--- src/inc/dio_glue_pkg.sv ---
// Constants shared by the digital I/O board glue and its group units.
// Assumes a 125 MHz system clock and a host I/O bus sampled on that clock.
`default_nettype none

package dio_glue_pkg;

   // ****************************************************************
   // Host window layout
   // ****************************************************************
   localparam int ADDR_W = 10;
   localparam int OFFS_W = 4;
   localparam logic [3:0] OFFS_G0 = 4'h0;      // Group 0 ports A, B, C, control
   localparam logic [3:0] OFFS_G1 = 4'h4;      // Group 1 ports A, B, C, control
   localparam logic [3:0] OFFS_INT_EN = 4'hB;  // Write enables, read disables
   localparam logic [3:0] OFFS_MAP = 4'hD;     // Write maps counters in, read maps out
   localparam logic [3:0] OFFS_BUF = 4'hE;     // Soft buffer enable, bit 0
   localparam logic [3:0] OFFS_CLR = 4'hF;     // Write clears pending request
   localparam logic [1:0] SUB_A = 2'h0;
   localparam logic [1:0] SUB_B = 2'h1;
   localparam logic [1:0] SUB_C = 2'h2;
   localparam logic [1:0] SUB_CTRL = 2'h3;
   localparam logic [7:0] READ_IDLE = 8'hFF;   // Unmapped offsets read back

   // ****************************************************************
   // Control byte fields of a parallel_interface_unit
   // ****************************************************************
   localparam int CTL_MODE_SET = 7;
   localparam int CTL_A_IN = 4;
   localparam int CTL_CU_IN = 3;
   localparam int CTL_B_IN = 1;
   localparam int CTL_CL_IN = 0;
   localparam int PIN_C3 = 19;                 // group_edge_interrupt_bit
   localparam int PIN_C7 = 23;
   localparam logic [7:0] CTL_RESET = 8'h9B;   // All ports input

   // ****************************************************************
   // Counter timer and interrupt routing
   // ****************************************************************
   localparam int CLK_PERIOD_NS = 8;
   localparam int TIMER_PERIOD_NS = 1000;      // 1 MHz counter clock
   localparam int TIMER_DIV = TIMER_PERIOD_NS / CLK_PERIOD_NS;
   localparam int TIMER_HIGH = TIMER_DIV / 2;
   localparam int CNT_W = 16;
   localparam int NUM_CNT = 3;
   localparam int NUM_IRQ = 8;                 // Levels 3..7, 10..12

   typedef enum logic [1:0] {INT_NEVER, INT_ALWAYS, INT_GATED} int_mode_t;

endpackage : dio_glue_pkg

`default_nettype wire

--- src/inc/group_link_if.sv ---
// Carries one 24-line group between the glue top and its group unit.
// Assumes both ends run on the same clock.
`timescale 1ns/100ps
`default_nettype none

interface group_link_if;
   logic wr;              // One-cycle write to this group
   logic [1:0] sub;       // Port A, B, C or control
   logic [7:0] wdata;
   logic [23:0] pin_in;   // Raw field pins
   logic [23:0] pin_val;  // Debounced pin levels
   logic [23:0] port_out; // Output latches
   logic [23:0] drive;    // 1 where the line is an output
   logic [7:0] ctrl;
   logic c3_rise;         // One-cycle rising edge of port C bit 3
   modport unit (input wr, sub, wdata, pin_in,
                 output pin_val, port_out, drive, ctrl, c3_rise);
   modport glue (output wr, sub, wdata, pin_in,
                 input pin_val, port_out, drive, ctrl, c3_rise);
endinterface : group_link_if

`default_nettype wire

--- src/rtl/group_unit.sv ---
// One 24-line group: output latches, direction snooped from the control byte,
// pin synchronisers and the rising-edge detector on port C bit 3.
// Assumes writes arrive as one-cycle pulses from the glue top.
`timescale 1ns/100ps
`default_nettype none

module group_unit (
   input wire logic clk,
   input wire logic nrst,
   group_link_if.unit lnk
);

   logic [23:0] s1;
   logic [23:0] s2;
   logic [23:0] s3;
   logic [23:0] pin_val;
   logic [7:0] ctrl;
   logic [23:0] port_out;
   logic c3_rise;
   logic ctl_wr;
   logic mode_wr;

   // ****************************************************************
   // Pin synchronisers
   // ****************************************************************
   // A level counts only once the second and third stages agree
   always_ff @(posedge clk or negedge nrst) begin
      if (!nrst) begin
         s1 <= 24'hFFFFFF;  // Pins idle high on their pull-ups, so no false edge
         s2 <= 24'hFFFFFF;
         s3 <= 24'hFFFFFF;
         pin_val <= 24'hFFFFFF;
      end else begin
         s1 <= lnk.pin_in;
         s2 <= s1;
         s3 <= s2;
         pin_val <= (s2 & s3) | (pin_val & (s2 ^ s3));
      end
   end

   // Rising edge of the group interrupt pin, one cycle wide
   always_ff @(posedge clk or negedge nrst) begin
      if (!nrst) begin
         c3_rise <= 1'b0;
      end else begin
         c3_rise <= s2[dio_glue_pkg::PIN_C3] & s3[dio_glue_pkg::PIN_C3]
                    & ~pin_val[dio_glue_pkg::PIN_C3];
      end
   end

   // ****************************************************************
   // Control byte snoop and output latches
   // ****************************************************************
   assign ctl_wr = lnk.wr && (lnk.sub == dio_glue_pkg::SUB_CTRL);
   assign mode_wr = ctl_wr && lnk.wdata[dio_glue_pkg::CTL_MODE_SET];

   // Mode set clears latches so a port turning output starts low
   always_ff @(posedge clk or negedge nrst) begin
      if (!nrst) begin
         ctrl <= dio_glue_pkg::CTL_RESET;
         port_out <= 24'h000000;
      end else if (mode_wr) begin
         ctrl <= lnk.wdata;
         port_out <= 24'h000000;
      end else if (ctl_wr) begin
         port_out[16 + lnk.wdata[3:1]] <= lnk.wdata[0];
      end else if (lnk.wr && lnk.sub != dio_glue_pkg::SUB_CTRL) begin
         port_out[lnk.sub * 8 +: 8] <= lnk.wdata;
      end
   end

   // Direction per port, port C split in nibbles
   assign lnk.drive = {{4{~ctrl[dio_glue_pkg::CTL_CU_IN]}},
                       {4{~ctrl[dio_glue_pkg::CTL_CL_IN]}},
                       {8{~ctrl[dio_glue_pkg::CTL_B_IN]}},
                       {8{~ctrl[dio_glue_pkg::CTL_A_IN]}}};
   assign lnk.ctrl = ctrl;
   assign lnk.port_out = port_out;
   assign lnk.pin_val = pin_val;
   assign lnk.c3_rise = c3_rise;

   // ****************************************************************
   // Checks
   // ****************************************************************
   property p_mode_dir;
      @(posedge clk) disable iff (!nrst)
      mode_wr |=> (lnk.drive[0] == ~$past(lnk.wdata[dio_glue_pkg::CTL_A_IN]))
                  && (lnk.drive[20] == ~$past(lnk.wdata[dio_glue_pkg::CTL_CU_IN]));
   endproperty
   a_mode_dir: assert property (p_mode_dir) else $error("direction not taken from control byte");

   property p_latch_hold;
      @(posedge clk) disable iff (!nrst)
      (lnk.wr && lnk.sub == dio_glue_pkg::SUB_A) ##1 !lnk.wr [*3]
         |-> port_out[7:0] == $past(lnk.wdata, 3);
   endproperty
   a_latch_hold: assert property (p_latch_hold) else $error("port A latch lost");

   property p_c3_edge;
      @(posedge clk) disable iff (!nrst)
      c3_rise |-> pin_val[dio_glue_pkg::PIN_C3] && !$past(pin_val[dio_glue_pkg::PIN_C3]);
   endproperty
   a_c3_edge: assert property (p_c3_edge) else $error("edge pulse without low to high");

   c_c3_edge: cover property (@(posedge clk) disable iff (!nrst) c3_rise);

endmodule : group_unit

`default_nettype wire

--- src/rtl/dio_glue.sv ---
// Glue of a 48-line buffered digital I/O board on an 8-bit host I/O bus.
// Assumes host strobes, address and data come from another clock domain.
// What this block does
// Answer sixteen byte addresses from the base
// Base on 16-byte steps, 000 to 3F0
// Two groups of ports A, B, C
// Ports input or latched output
// Port C nibbles set independently
// Rising port C bit 3 requests interrupt
// Both group requests ORed to one line
// Group source always, never, or bit-7-low gated
// Request routed to one of eight levels
// Buffer direction follows snooped control byte
// Buffers always driven or software tristated
// Counters clocked at 1 MHz, falling edge
// 16-bit counters, two cascade to 32
// Write B enables, read B disables interrupts
// Further requests wait for write to F
// Write D maps counters, read D unmaps
// Soft option takes enable from register bit
// Reset: inputs, interrupts cleared and disabled
`timescale 1ns/100ps
`default_nettype none

module dio_glue (
   input wire logic clk,
   input wire logic nrst,
   input wire logic [9:0] bus_addr,
   input wire logic bus_aen,
   input wire logic bus_iow_n,
   input wire logic bus_ior_n,
   input wire logic [7:0] bus_data_in,
   output logic [7:0] bus_data_out,
   output logic bus_data_oe,
   input wire logic [5:0] base_sel,
   input wire logic [2:0] irq_sel,
   input wire dio_glue_pkg::int_mode_t int_mode0,
   input wire dio_glue_pkg::int_mode_t int_mode1,
   input wire logic always_buffer_drive_option,
   input wire logic cascade_en,
   input wire logic [47:0] pin_in,
   output logic [47:0] pin_out,
   output logic [47:0] pin_oe,
   output logic [7:0] irq_line,
   output logic timer_clk,
   output logic counter_mapped,
   output logic [2:0] count_zero
);

   // ****************************************************************
   // Host bus synchronisers
   // ****************************************************************
   // Address, data, enable and both strobes: 10 + 8 + 3 bits
   localparam int SYNC_W = 21;
   logic [SYNC_W-1:0] h1;
   logic [SYNC_W-1:0] h2;
   logic [SYNC_W-1:0] h3;
   logic iow_stable;
   logic ior_stable;
   logic wr_ev;
   logic rd_ev;
   logic hit;
   logic [3:0] offs;
   logic [7:0] wdata;

   // A strobe edge counts once the second and third stages agree
   always_ff @(posedge clk or negedge nrst) begin
      if (!nrst) begin
         h1 <= {SYNC_W{1'b1}};
         h2 <= {SYNC_W{1'b1}};
         h3 <= {SYNC_W{1'b1}};
         iow_stable <= 1'b1;
         ior_stable <= 1'b1;
      end else begin
         h1 <= {bus_addr, bus_data_in, bus_aen, bus_iow_n, bus_ior_n};
         h2 <= h1;
         h3 <= h2;
         iow_stable <= (h2[1] == h3[1]) ? h3[1] : iow_stable;
         ior_stable <= (h2[0] == h3[0]) ? h3[0] : ior_stable;
      end
   end

   // Window decode compares the six upper address bits to the base
   assign hit = !h3[2] && (h3[20:15] == base_sel);
   assign offs = h3[14:11];
   assign wdata = h3[10:3];
   assign wr_ev = hit && !h2[1] && !h3[1] && iow_stable;
   assign rd_ev = hit && !h2[0] && !h3[0] && ior_stable;

   // ****************************************************************
   // Groups
   // ****************************************************************
   group_link_if link[2] ();
   logic [1:0] c3_rise;
   logic [1:0] c7_low;
   logic [47:0] drive_all;
   logic [47:0] latch_all;
   logic [47:0] pin_val_all;

   // Address test used for both group decode and read selection
   function automatic logic in_group(input logic [3:0] o, input logic [3:0] base);
      in_group = (o[3:2] == base[3:2]);
   endfunction : in_group

   generate
      for (genvar g = 0; g < 2; g++) begin : g_grp
         localparam logic [3:0] GBASE = (g == 0) ? dio_glue_pkg::OFFS_G0
                                                 : dio_glue_pkg::OFFS_G1;
         // Group 0 steps aside while the counters are mapped in
         assign link[g].wr = wr_ev && in_group(offs, GBASE)
                             && !(g == 0 && counter_mapped);
         assign link[g].sub = offs[1:0];
         assign link[g].wdata = wdata;
         assign link[g].pin_in = pin_in[g*24 +: 24];
         assign c3_rise[g] = link[g].c3_rise;
         assign c7_low[g] = ~link[g].pin_val[dio_glue_pkg::PIN_C7];
         assign drive_all[g*24 +: 24] = link[g].drive;
         assign latch_all[g*24 +: 24] = link[g].port_out;
         assign pin_val_all[g*24 +: 24] = link[g].pin_val;
         group_unit u_grp (.clk(clk), .nrst(nrst), .lnk(link[g]));
      end
   endgenerate

   // ****************************************************************
   // Line buffers
   // ****************************************************************
   logic soft_buf_en;
   logic buf_drive;

   assign buf_drive = always_buffer_drive_option | soft_buf_en;

   // Soft enable register; disabled until software sets it
   always_ff @(posedge clk or negedge nrst) begin
      if (!nrst) begin
         soft_buf_en <= 1'b0;
      end else if (wr_ev && offs == dio_glue_pkg::OFFS_BUF) begin
         soft_buf_en <= wdata[0];
      end
   end

   // Output enables follow the snooped directions, gated by the option or the soft enable
   always_ff @(posedge clk or negedge nrst) begin
      if (!nrst) begin
         pin_oe <= 48'h000000000000;
         pin_out <= 48'h000000000000;
      end else begin
         pin_oe <= drive_all & {48{buf_drive}};
         pin_out <= latch_all;
      end
   end

   // ****************************************************************
   // Interrupt logic
   // ****************************************************************
   logic int_en;
   logic int_pend;
   logic raise;
   logic clr;
   logic [1:0] src;

   // Per-group source gating by the configured option
   assign src[0] = c3_rise[0] && (int_mode0 == dio_glue_pkg::INT_ALWAYS
                   || (int_mode0 == dio_glue_pkg::INT_GATED && c7_low[0]));
   assign src[1] = c3_rise[1] && (int_mode1 == dio_glue_pkg::INT_ALWAYS
                   || (int_mode1 == dio_glue_pkg::INT_GATED && c7_low[1]));
   assign raise = int_en && (src[0] | src[1]);
   assign clr = wr_ev && offs == dio_glue_pkg::OFFS_CLR;

   // Edge landing with the clear is kept: set wins over clear
   always_ff @(posedge clk or negedge nrst) begin
      if (!nrst) begin
         int_en <= 1'b0;
         int_pend <= 1'b0;
      end else begin
         if (wr_ev && offs == dio_glue_pkg::OFFS_INT_EN) begin
            int_en <= 1'b1;
         end else if (rd_ev && offs == dio_glue_pkg::OFFS_INT_EN) begin
            int_en <= 1'b0;
         end
         int_pend <= raise | (int_pend & ~clr);
      end
   end

   // One-hot routing of the single request line
   always_ff @(posedge clk or negedge nrst) begin
      if (!nrst) begin
         irq_line <= 8'h00;
      end else begin
         irq_line <= int_pend ? (8'h01 << irq_sel) : 8'h00;
      end
   end

   // ****************************************************************
   // Counter timer
   // ****************************************************************
   logic [6:0] div;
   logic tick;
   logic [dio_glue_pkg::CNT_W-1:0] cnt [dio_glue_pkg::NUM_CNT];
   logic [dio_glue_pkg::CNT_W-1:0] reload [dio_glue_pkg::NUM_CNT];
   logic [dio_glue_pkg::NUM_CNT-1:0] byte_hi;
   logic [dio_glue_pkg::NUM_CNT-1:0] dec;
   logic [dio_glue_pkg::NUM_CNT-1:0] wrap;

   // Divider makes the 1 MHz counter clock; a count happens on its fall
   always_ff @(posedge clk or negedge nrst) begin
      if (!nrst) begin
         div <= 7'h00;
         timer_clk <= 1'b0;
         counter_mapped <= 1'b0;
      end else begin
         div <= (div == 7'(dio_glue_pkg::TIMER_DIV - 1)) ? 7'h00 : div + 7'h01;
         timer_clk <= (div < 7'(dio_glue_pkg::TIMER_HIGH));
         if (wr_ev && offs == dio_glue_pkg::OFFS_MAP) begin
            counter_mapped <= 1'b1;
         end else if (rd_ev && offs == dio_glue_pkg::OFFS_MAP) begin
            counter_mapped <= 1'b0;
         end
      end
   end

   assign tick = timer_clk && !(div < 7'(dio_glue_pkg::TIMER_HIGH));

   generate
      for (genvar i = 0; i < dio_glue_pkg::NUM_CNT; i++) begin : g_cnt
         // Counter 1 may run from counter 0 wrapping, giving 32 bits
         if (i == 1) begin : g_casc
            assign dec[i] = cascade_en ? wrap[0] : tick;
         end else begin : g_plain
            assign dec[i] = tick;
         end
         assign wrap[i] = dec[i] && (cnt[i] == '0);

         // Reload written low byte then high byte at offsets 0..2
         always_ff @(posedge clk or negedge nrst) begin
            if (!nrst) begin
               cnt[i] <= '0;
               reload[i] <= '0;
               byte_hi[i] <= 1'b0;
               count_zero[i] <= 1'b0;
            end else begin
               count_zero[i] <= wrap[i];
               if (counter_mapped && wr_ev && offs == 4'(i)) begin
                  byte_hi[i] <= ~byte_hi[i];
                  reload[i][byte_hi[i]*8 +: 8] <= wdata;
               end
               if (wrap[i]) begin
                  cnt[i] <= reload[i];
               end else if (dec[i]) begin
                  cnt[i] <= cnt[i] - 16'h0001;
               end
            end
         end
      end
   endgenerate

   // ****************************************************************
   // Read data
   // ****************************************************************
   logic [7:0] rd_mux;
   logic [47:0] rd_src;
   logic [2:0] gidx;

   // Inputs read the pins, outputs read their latch
   assign rd_src = (pin_val_all & ~drive_all) | (latch_all & drive_all);
   assign gidx = {offs[2], offs[1:0]};
   assign rd_mux = (counter_mapped && offs < 4'(dio_glue_pkg::NUM_CNT))
                   ? cnt[offs[1:0]][7:0]
                   : (in_group(offs, dio_glue_pkg::OFFS_G0)
                      || in_group(offs, dio_glue_pkg::OFFS_G1))
                   ? ((offs[1:0] == dio_glue_pkg::SUB_CTRL)
                      ? (offs[2] ? link[1].ctrl : link[0].ctrl)
                      : rd_src[(gidx[2] ? 24 : 0) + gidx[1:0] * 8 +: 8])
                   : dio_glue_pkg::READ_IDLE;

   // Data is driven from the read edge until the strobe rises again
   always_ff @(posedge clk or negedge nrst) begin
      if (!nrst) begin
         bus_data_out <= 8'h00;
         bus_data_oe <= 1'b0;
      end else if (rd_ev) begin
         bus_data_out <= rd_mux;
         bus_data_oe <= 1'b1;
      end else if (ior_stable) begin
         bus_data_oe <= 1'b0;
      end
   end

   // ****************************************************************
   // Checks
   // ****************************************************************
   property p_irq_onehot;
      @(posedge clk) disable iff (!nrst)
      (irq_line == 8'h00) || $onehot(irq_line);
   endproperty
   a_irq_onehot: assert property (p_irq_onehot) else $error("more than one level driven");

   property p_raise_line;
      @(posedge clk) disable iff (!nrst)
      raise |=> ##1 irq_line != 8'h00;
   endproperty
   a_raise_line: assert property (p_raise_line) else $error("request not routed");

   property p_clear;
      @(posedge clk) disable iff (!nrst)
      (clr && !raise) |=> !int_pend ##1 irq_line == 8'h00;
   endproperty
   a_clear: assert property (p_clear) else $error("clear did not drop request");

   property p_en_toggle;
      @(posedge clk) disable iff (!nrst)
      (rd_ev && offs == dio_glue_pkg::OFFS_INT_EN) |=> !int_en;
   endproperty
   a_en_toggle: assert property (p_en_toggle) else $error("read did not disable");

   property p_no_raise_disabled;
      @(posedge clk) disable iff (!nrst)
      (!int_en && !int_pend && !clr) |=> !int_pend;
   endproperty
   a_no_raise_disabled: assert property (p_no_raise_disabled) else $error("raised while disabled");

   property p_map;
      @(posedge clk) disable iff (!nrst)
      (wr_ev && offs == dio_glue_pkg::OFFS_MAP) |=> counter_mapped && !link[0].wr;
   endproperty
   a_map: assert property (p_map) else $error("map write ignored");

   property p_tristate;
      @(posedge clk) disable iff (!nrst)
      !buf_drive |=> pin_oe == 48'h000000000000;
   endproperty
   a_tristate: assert property (p_tristate) else $error("buffers driven while disabled");

   property p_window;
      @(posedge clk) disable iff (!nrst)
      $rose(bus_data_oe) |-> $past(hit) && $past(h3[20:15]) == base_sel;
   endproperty
   a_window: assert property (p_window) else $error("answered outside window");

   property p_timer_period;
      @(posedge clk) disable iff (!nrst)
      $fell(timer_clk) |-> ##125 $fell(timer_clk);
   endproperty
   a_timer_period: assert property (p_timer_period) else $error("counter clock not 1 MHz");

   c_pend: cover property (@(posedge clk) disable iff (!nrst) $rose(int_pend));
   c_mapped: cover property (@(posedge clk) disable iff (!nrst) $rose(counter_mapped));
   c_cascade: cover property (@(posedge clk) disable iff (!nrst) cascade_en && wrap[1]);

endmodule : dio_glue

`default_nettype wire

--- config.mk ---
export PLATFORM = sky130hd
export DESIGN_NAME = dio_glue
export DESIGN_NICKNAME = d
export VERILOG_FILES = /design/src/inc/dio_glue_pkg.sv /design/src/inc/group_link_if.sv /design/src/rtl/group_unit.sv /design/src/rtl/dio_glue.sv
export SDC_FILE = /design/constraint.sdc
export NUM_CORES = 1
export LEC_CHECK = 0
export ABC_AREA = 1
export ABC_CLOCK_PERIOD_IN_PS = 5900
export BUFFER_PORTS_ARGS = -buffer_cell sky130_fd_sc_hd__buf_2
export CAP_MARGIN = 20
export CORE_MARGIN = 1.5
export CORE_UTILIZATION = 60
export CTS_BUF_LIST = sky130_fd_sc_hd__clkbuf_4 sky130_fd_sc_hd__clkbuf_8
export DETAILED_ROUTE_END_ITERATION = 12
export PLACE_DENSITY_LB_ADDON = 0.12
export SLEW_MARGIN = 20
export SYNTH_ARGS = -nofsm -noshare
export SYNTH_HDL_FRONTEND = slang
export SYNTH_SLANG_ARGS = --single-unit
--- constraint.sdc ---
create_clock -name clk -period 5.9 [get_ports clk]
set_input_delay 0.295 -clock clk [delete_from_list [all_inputs] [get_ports clk]]
set_output_delay 0.295 -clock clk [all_outputs]
set_load 0.02 [all_outputs]
==> summary.md, run 1 <==
| Metric | Value |
|---|---|
| Final hold vios | `0` |
| DR DRC count | `0` |
| PortBufs | `203` |
| Max_cap viols | `0` |
| Post-Place Setup Slack | `2170 ps` |
| Hold slack | `75.0 ps` |
| Total Routing Usage GR | `0.299` |
| Status | `finished, final reports clean` |
| Most frequent cells in the layout | `nand2_1, dfstp_2, dfrtp_1` |
| N_diodes | `0` |
| Sw Ratio | `0.236` |
| Fin util | `0.718` |
| RSZ-0062 raised after global routing | `false` |
| Post-CTS Repair Setup Buffers | `0` |
| CTS Buf Count | `81` |
| Worst min path class | `in2reg` |
| Worst-Margin Slew | `1010 ps` |
| Clock Path Buffers | `3` |
| Non-Filler Instances | `2751` |
| Vias/cell | `5.43` |
| Critical path data arrival time | `4170 ps` |
| Nature of the critical path endpoint | `flip-flop` |
| Drt pass-1 iters | `6` |
| Final GP Congestion | `0.892` |
| Layout Area Growth over Synthesis | `17.3%` |
| NetSw | `1.74 mW` |
| Synthesized flop and latch total | `510` |
| Vias in the first global route | `15100` |
| Final setup fails | `0` |
| Post-Syn Area | `20600 um^2` |
| Initial antenna violation count | `0` |
| Die area | `35500 um^2` |
| CP Launch Type | `flip-flop` |
| Critical path type | `reg2reg` |
| Library cells used by synthesis | `48` |
| Mapped Nets | `2124` |
| Post-DP HPWL | `33800 um` |
| Cell area after placement | `21700 um^2` |
| Number of DRC markers in iteration 0 | `1217` |
| Reg clk slew, reported paths | `60 ps` |
| Overall power | `7.37 mW` |
| IO Pins | `204` |
| Antenna Violating Nets Remaining | `0` |
| FILL cells | `2410` |
| Wire per inst | `18.8 um` |
| Rows | `67` |
| Final slew viol count | `0` |
| TritonCTS clock tree | `yes` |
| Clock power frac | `0.430` |
| Fin crit period | `3650 ps` |
| Internal | `5.64 mW` |
| Critical Path Fanout Max | `27` |
| Die Y | `188 um` |
| Root Driver | `clkbuf_8` |
| Core ar. | `33700 um^2` |
| Total grt overflow | `0` |
| Max Freq | `274 MHz` |
| Largest net degree at the start of global routing | `179` |
| Wirelength, routed | `51600 um` |
| YS warnings | `0` |
| First-pass GRT wire length | `81800 um` |
| CP Data Required Time | `6420 ps` |
| Register area share after synthesis | `0.635` |
| Worst relative slew slack | `0.328` |
| # placed instances | `2529` |
| Clock skew | `27.9 ps` |
| Most common cell after layout, fill and taps aside | `nand2_1` |
| Clk_lat worst skew | `640 ps` |
| Worst setup margin | `2250 ps` |
| Flop pwr share | `0.513` |
| H-tree levels | `3` |
| Peak supply drop | `391 uV` |
| Post-Layout Inst Area | `24200 um^2` |
| Synth Instances | `1977` |
| Power Density | `305 nW/um^2` |
| CTS Sinks | `510` |
| Mean Syn Cell Area | `10.4 um^2` |
| TNS Setup | `0 ps` |
| Nets@finish | `2386` |
| Fin crit share | `0.619` |
| Horiz. Die Dim | `188 um` |
| Vias | `15000` |
| Initial core utilization | `0.612` |
| Layout cells sized above 1 | `0.289` |
| Leak | `11.7 nW` |
| Comb pwr share | `0.057` |
==> timing repair <==
action | CTS | global route
gates resized for setup | 0 | 0
hold endpoints to repair | 140 | 0
hold buffers | 75 | 0
==> worst max-delay path, cell delays in order, from the launching register on <==
cell and delay [ps]:
dfstp_2 670, ha_1 750, nand4_2 830, nor2_1 970, nor2_1 130, nand3_1 130
nand2_1 50
==> path summary, 6_finish.rpt <==
path	start	to	slack [ps]	cells after the start
max	h3[12]	g_grp[1].u_grp.lnk.port_out[18]	2250	6
max in group asynchronous	nrst	g_grp[1].u_grp.lnk.port_out[5]	4140	3
min in group asynchronous	nrst	cnt[42]	310	2
min reg2reg	g_grp[1].u_grp.s1[5]	g_grp[1].u_grp.s2[5]	340	0
min	always_buffer_drive_option	pin_oe[43]	70	3
max reg2reg	h3[12]	g_grp[1].u_grp.lnk.port_out[18]	2250	6
==> cell families (layout without fill, tap and decap cells) <==
logic type,Yosys count,count (layout),synth area share
adder cells (fa/ha/maj),61,61,0.0374
XOR/XNOR,25,25,0.0106
flip-flops,510,510,0.635
AO/OA/AOI/OAI,392,392,0.109
AND/OR/NAND/NOR,735,735,0.152
buffers and inverters,250,576,0.0546
multiplexers,4,4,0.00194
==> flip-flops by register name, indices dropped and copies added, names as in the netlist, 7 cells and up <==
register                  flops
g_grp.u_grp.lnk.port_out     48
g_grp.u_grp.s2               48
g_grp.u_grp.lnk.pin_val      48
pin_out                      48
cnt                          48
div                           7
irq_line                      8
bus_data_out                  8
h2                           21
h1                           21
g_grp.u_grp.s3               48
g_grp.u_grp.lnk.ctrl         16
reload                       48
pin_oe                        8
g_grp.u_grp.s1               48
h3                           21
==> cell type report <==
class	instances	area, um^2	area share
Tap cell	448	561	0.0232
Inverter	147	552	0.0228
Multi-Input combinational cell	1217	6410	0.265
Timing Repair Buffer	282	1830	0.0757
Sequential cell	510	13100	0.541
Clock inverter	16	129	0.00533
Clock buffer	131	1620	0.0668
==> power groups by stage <==
stage          Combinational (mW)  Sequential [mW]  Clock [mW]
2_1_floorplan               0.193             3.81           0
3_3_place_gp                0.362             3.83           0
3_5_place_dp                0.373             3.84           0
4_1_cts                     0.415             3.78        3.22
5_1_grt                     0.464             3.79        3.37
6_report                    0.418             3.78        3.17
==> synth_stat cells, drive strengths merged <==
cell | count | area [um^2]
fa | 1 | 20.0
o21ai | 220 | 1140
nand3b | 9 | 67.6
nor3 | 55 | 307
nand3 | 85 | 450
or2 | 7 | 43.8
o211ai | 21 | 158
clkinv | 10 | 37.5
a211oi | 1 | 7.51
xnor2 | 5 | 43.8
dfstp | 267 | 7020
ha | 60 | 751
nand2 | 382 | 1450
xor2 | 20 | 175
mux2i | 4 | 40.0
a31oi | 3 | 18.8
o22ai | 18 | 113
dfrtp | 243 | 6080
o31ai | 5 | 37.5
nor2 | 182 | 719
o2111ai | 1 | 8.76
o32ai | 1 | 8.76
a21oi | 72 | 372
o21a | 1 | 7.51
and3 | 1 | 6.26
nor4 | 1 | 6.26
buf | 58 | 405
nand4 | 13 | 87.6
inv | 137 | 514
clkbuf | 45 | 169
o311ai | 3 | 26.3
a21o | 46 | 345
==> layer usage <==
layer | vias up | routed length, um | track usage
met5 | - | 0 | 0
met4 | 0 | 1720 | 0.125
met3 | 118 | 2770 | 0.0542
met2 | 531 | 24700 | 0.485
met1 | 7295 | 22400 | 0.403
li1 | 7006 | - | -
No activity file was read; power rests on OpenSTA's default activity.
==> run 2: changes to the inputs <==
--- a/config.mk
+++ b/config.mk
@@ -6,7 +6,7 @@
 export NUM_CORES = 1
 export LEC_CHECK = 0
 export ABC_AREA = 1
-export ABC_CLOCK_PERIOD_IN_PS = 5900
+export ABC_CLOCK_PERIOD_IN_PS = 3600
 export BUFFER_PORTS_ARGS = -buffer_cell sky130_fd_sc_hd__buf_2
 export CAP_MARGIN = 20
 export CORE_MARGIN = 1.5
==> constraint.sdc (replaced) <==
create_clock -name clk -period 3.6 [get_ports clk]
set_input_delay 0.18 -clock clk [delete_from_list [all_inputs] [get_ports clk]]
set_output_delay 0.18 -clock clk [all_outputs]
set_load 0.02 [all_outputs]
==> run 2 against run 1 <==
- global-route usage down 0.70 points
- total power rose by 64%
- utilization up 0.65 points
- sequential share of layout area is 0.49 points lower
- first-iteration DRC count down 9.4%
- clock power rose by 64%
- clock skew about the same
- wire length decreased by 1.5%
- cell count grew 0.91%
- largest power group unchanged
- largest cell class unchanged
- highest routed layer unchanged
- count of clock-buffer cells in the layout increased by 2
- setup slack got worse by 1500 ps
- sequential cell count stayed put
- critical endpoint is now bus_data_out[0]
==> summary.md, run 2 (synthesis results as in run 1) <==
| Metric | Value |
|---|---|
| Initial antenna violation count | `0` |
| Root Driver | `clkbuf_8` |
| Status | `finished, final reports clean` |
| Post-Place Setup Slack | `890 ps` |
| Leak | `11.9 nW` |
| Vias | `15100` |
| Final hold vios | `0` |
| Core ar. | `33700 um^2` |
| Number of DRC markers in iteration 0 | `1102` |
| Max Freq | `354 MHz` |
| CTS Buf Count | `81` |
| Critical path data arrival time | `3390 ps` |
| Vias/cell | `5.43` |
| Initial core utilization | `0.612` |
| Worst relative slew slack | `0.341` |
| Critical path type | `reg2reg` |
| Critical Path Fanout Max | `21` |
| Clock skew | `27.5 ps` |
| IO Pins | `204` |
| Hold slack | `128 ps` |
| Layout cells sized above 1 | `0.294` |
| DR DRC count | `0` |
| Reg clk slew, reported paths | `60 ps` |
| Antenna Violating Nets Remaining | `0` |
| TNS Setup | `0 ps` |
| Clk_lat worst skew | `640 ps` |
| Multi-input gate area | `6410 um^2` |
| First-pass GRT wire length | `80500 um` |
| Vias in the first global route | `14900` |
| Total grt overflow | `0` |
| Cell area after placement | `21900 um^2` |
| Post-Layout Inst Area | `24400 um^2` |
| CTS Sinks | `510` |
| Nets@finish | `2408` |
| N_diodes | `0` |
| Largest net degree at the start of global routing | `96` |
| Die area | `35500 um^2` |
| CP Data Required Time | `4170 ps` |
| Peak supply drop | `442 uV` |
| Fin util | `0.725` |
| Worst setup margin | `775 ps` |
| Wirelength, routed | `50800 um` |
| PortBufs | `203` |
| Post-DP HPWL | `34000 um` |
| TritonCTS clock tree | `yes` |
| CP Launch Type | `flip-flop` |
| Total Routing Usage GR | `0.292` |
| Final slew viol count | `0` |
| # resized after CTS | `0` |
| Non-Filler Instances | `2776` |
| Nature of the critical path endpoint | `flip-flop` |
| H-tree levels | `3` |
| RSZ-0062 raised after global routing | `false` |
| Final GP Congestion | `0.923` |
| Fin crit period | `2830 ps` |
| Max_cap viols | `0` |
| Post-CTS Repair Setup Buffers | `0` |
| Wire per inst | `18.3 um` |
| Worst min path class | `in2async` |
| Reg2Reg Depth | `9` |
| Register area | `13100 um^2` |
| Drt pass-1 iters | `6` |
| Layout Area Growth over Synthesis | `18.3%` |
| Die Y | `188 um` |
| Most common cell after layout, fill and taps aside | `nand2_1` |
| Fin crit share | `0.785` |
| Final setup fails | `0` |
| Clock Path Buffers | `3` |
| Rows | `67` |
| # placed instances | `2546` |
| Horiz. Die Dim | `188 um` |
| Most frequent cells in the layout | `nand2_1, dfstp_2, dfrtp_1` |
| Overall power | `12.1 mW` |
| Power Density | `495 nW/um^2` |
| FILL cells | `2473` |
| Worst-Margin Slew | `984 ps` |
| Post-cts hold buffer count | `80` |
run 2: cell types whose count changed in the layout (fill, tap and decap cells not counted), sizes merged:
| cell | change |
|---|---|
| clkinv | +5 |
| inv | -1 |
| bufinv | -1 |
| clkinvlp | -2 |
| buf | +17 |
| dlygate4sd3 | +5 |
| clkbuf | +2 |
run 2: routing by layer:
metal	wire length, um	track usage	vias to the layer above
met5	0	0	-
met4	1690	0.117	0
met3	2960	0.0540	127
met2	24400	0.471	554
met1	21700	0.396	7329
li1	-	-	7061
run 2: report_power, final:
group | leakage, nW | switching (mW) | internal, mW
Combinational | 4.78 | 0.436 | 0.251
Clock | 0.947 | 2.27 | 2.92
Sequential | 6.15 | 0.125 | 6.07
Total | 11.9 | 2.83 | 9.25
run 2: worst paths after layout:
check	startpoint	slack, ps	to
min	nrst	130	cnt[45]
max reg2reg	h3[13]	770	bus_data_out[0]
max in group asynchronous	nrst	2390	g_grp[0].u_grp.s1[11]
min reg2reg	g_grp[1].u_grp.s1[19]	350	g_grp[1].u_grp.s2[19]
min in group clk	bus_addr[5]	180	h1[16]
max	h3[13]	770	bus_data_out[0]
run 2: cell type report:
class | instances | share of cell area
sequential | 510 | 0.536
tap | 448 | 0.0230
multi-input combinational | 1217 | 0.262
timing repair buffer | 304 | 0.0833
clock buffer | 133 | 0.0678
inverter | 147 | 0.0226
clock inverter | 17 | 0.00446
run 2: worst max-delay path, stage by stage, from the launching register on:
cell      delay, ps
dfstp_2         750
ha_1            240
fa_1            640
o211ai_1        250
o21ai_0         220
o21ai_0         360
nand2_1          90
nand2_1          90
nand2_1          50
nand2_1          50
==> run 3: changes to the inputs <==
--- a/config.mk
+++ b/config.mk
@@ -6,7 +6,7 @@
 export NUM_CORES = 1
 export LEC_CHECK = 0
 export ABC_AREA = 1
-export ABC_CLOCK_PERIOD_IN_PS = 3600
+export ABC_CLOCK_PERIOD_IN_PS = 2650
 export BUFFER_PORTS_ARGS = -buffer_cell sky130_fd_sc_hd__buf_2
 export CAP_MARGIN = 20
 export CORE_MARGIN = 1.5
==> constraint.sdc (replaced) <==
create_clock -name clk -period 2.65 [get_ports clk]
set_input_delay 0.1325 -clock clk [delete_from_list [all_inputs] [get_ports clk]]
set_output_delay 0.1325 -clock clk [all_outputs]
set_load 0.02 [all_outputs]
==> run 3 against run 2 <==
- count of clock-buffer cells in the layout fell by 4
- first-iteration DRC count down 0.54%
- cell count increased by 0.65%
- clock power is 42% higher
==> summary.md, run 3 (synthesis results as in run 1) <==
| Metric | Value |
|---|---|
| H-tree levels | `3` |
| Fin util | `0.732` |
| Max_cap viols | `0` |
| TritonCTS clock tree | `yes` |
| PortBufs | `203` |
| Worst-Margin Slew | `994 ps` |
| Clock power frac | `0.440` |
| Comb pwr share | `0.057` |
| Multi-input gate area | `6420 um^2` |
| N_diodes | `0` |
| Drt pass-1 iters | `8` |
| Layout cells sized above 1 | `0.300` |
| Internal | `12.9 mW` |
| IO Pins | `204` |
| Leak | `12.0 nW` |
| Critical path data arrival time | `3130 ps` |
| Status | `finished, final reports clean` |
| Clock Path Buffers | `3` |
| Worst r2r dst | `bus_data_out[4]` |
| CP Launch Type | `flip-flop` |
| Fin crit period | `2570 ps` |
| NetSw | `3.90 mW` |
| Slowest-stage cell, CP | `fa_1` |
| Die Y | `188 um` |
| Vias/cell | `5.44` |
| Overall power | `16.8 mW` |
| Slowest stage delay, CP | `840 ps` |
| CTS Sinks | `510` |
| Rows | `67` |
| Post-DP HPWL | `35000 um` |
| Most frequent cells in the layout | `nand2_1, dfstp_2, dfrtp_1` |
| Final GP Congestion | `0.971` |
| CTS Buf Count | `81` |
| Worst-path cell chain | `ha_1 -> fa_1 -> inv_1 -> o211ai_1 -> nand3_1 -> a21oi_1 -> o21ai_0 -> nand2_1` |
| Worst relative slew slack | `0.337` |
| FILL cells | `2392` |
| Hold slack | `71.7 ps` |
| Post-CTS Repair Setup Buffers | `0` |
| Sw Ratio | `0.232` |
| TNS Setup | `0 ps` |
| Wirelength, routed | `51500 um` |
| Critical Path Fanout Max | `14` |
| Fin crit share | `0.969` |
| R2r setup slk | `80 ps` |
| Flop pwr share | `0.503` |
| Reg clk slew, reported paths | `70 ps` |
| Critical path type | `reg2reg` |
| Largest net degree at the start of global routing | `82` |
| Final setup fails | `0` |
| Peak supply drop | `695 uV` |
| Root Driver | `clkbuf_8` |
| Initial antenna violation count | `1` |
| Register area | `13100 um^2` |
| Number of DRC markers in iteration 0 | `1096` |
| Worst min path class | `in2async` |
| Clock skew | `23.8 ps` |
| Total Routing Usage GR | `0.297` |
| Nets@finish | `2426` |
| Crit Reg-Reg Startpoint | `h3[13]` |
| Horiz. Die Dim | `188 um` |
| Total grt overflow | `0` |
| DR DRC count | `0` |
| Wire per inst | `18.4 um` |
| First-pass GRT wire length | `81500 um` |
| Final hold vios | `0` |
| RSZ-0062 raised after global routing | `false` |
| Final slew viol count | `0` |
| Most common cell after layout, fill and taps aside | `nand2_1` |
| Max Freq | `389 MHz` |
| CP Data Required Time | `3220 ps` |
| Die area | `35500 um^2` |
| Power Density | `680 nW/um^2` |
| Vias in the first global route | `15000` |
| Reg2Reg Depth | `8` |
| Nature of the critical path endpoint | `flip-flop` |
| Layout Area Growth over Synthesis | `19.5%` |
| Clk_lat worst skew | `650 ps` |
| Initial core utilization | `0.612` |
| Antenna Violating Nets Remaining | `0` |
| Core ar. | `33700 um^2` |
| Vias | `15200` |
## run 3: final cells by class
class | instances | share of cell area
clock buffer | 129 | 0.0667
sequential | 510 | 0.531
timing repair buffer | 322 | 0.0885
tap | 448 | 0.0227
inverter | 147 | 0.0224
multi-input combinational | 1217 | 0.260
clock inverter | 21 | 0.00817
## run 3: critical path, delay by kind of cell, from the launching register on
| family | cells | cell delay, ps |
|---|---|---|
| DFF | 1 | 420 |
| AOI/OAI and AO/OA | 3 | 500 |
| buffers and inverters | 1 | 300 |
| and+or+nand+nor | 2 | 210 |
| adders and majority gates | 2 | 1070 |
## run 3: worst max-delay path by stage
stage / cells past startpoint / startpoint / slack [ps] / to
after floorplan: 12 / h3[11] / 340 / g_grp[1].u_grp.lnk.port_out[21]
after global placement: 9 / h3[13] / 260 / bus_data_out[2]
after detailed placement: 13 / cnt[32] / 210 / cnt[17]
after CTS: 8 / h3[13] / 150 / bus_data_out[4]
after global routing: 8 / h3[13] / 2 / bus_data_out[1]
final: 8 / h3[13] / 80 / bus_data_out[4]
## run 3: timing repair
action,CTS,global route
gates resized for setup,0,2
hold buffers,80,0
setup endpoints to repair,0,7
endpoints found under the hold margin,152,0
## run 3: routing by layer
metal	GRT usage	routed length (um)
met5	0	0
met4	0.123	1880
met3	0.0548	3340
met2	0.477	24600
met1	0.404	21800
## run 3: power groups by stage
| stage | registers, mW | clock network [mW] | logic, mW |
|---|---|---|---|
| final | 8.42 | 7.38 | 0.955 |
| after global routing | 8.45 | 7.86 | 1.06 |
| after CTS | 8.43 | 7.52 | 0.954 |
| after detailed placement | 8.54 | 0 | 0.849 |
| after global placement | 8.53 | 0 | 0.828 |
| after floorplan | 8.47 | 0 | 0.429 |
## run 3: metrics by stage
step	instances	setup WS [ps]	instance area [um^2]
6_report	2794	82.0	24700
5_1_grt	2794	1.66	24700
4_1_cts	2794	146	24600
3_5_place_dp	2564	211	22000
3_3_place_gp	2564	261	22000
2_1_floorplan	1977	342	20600
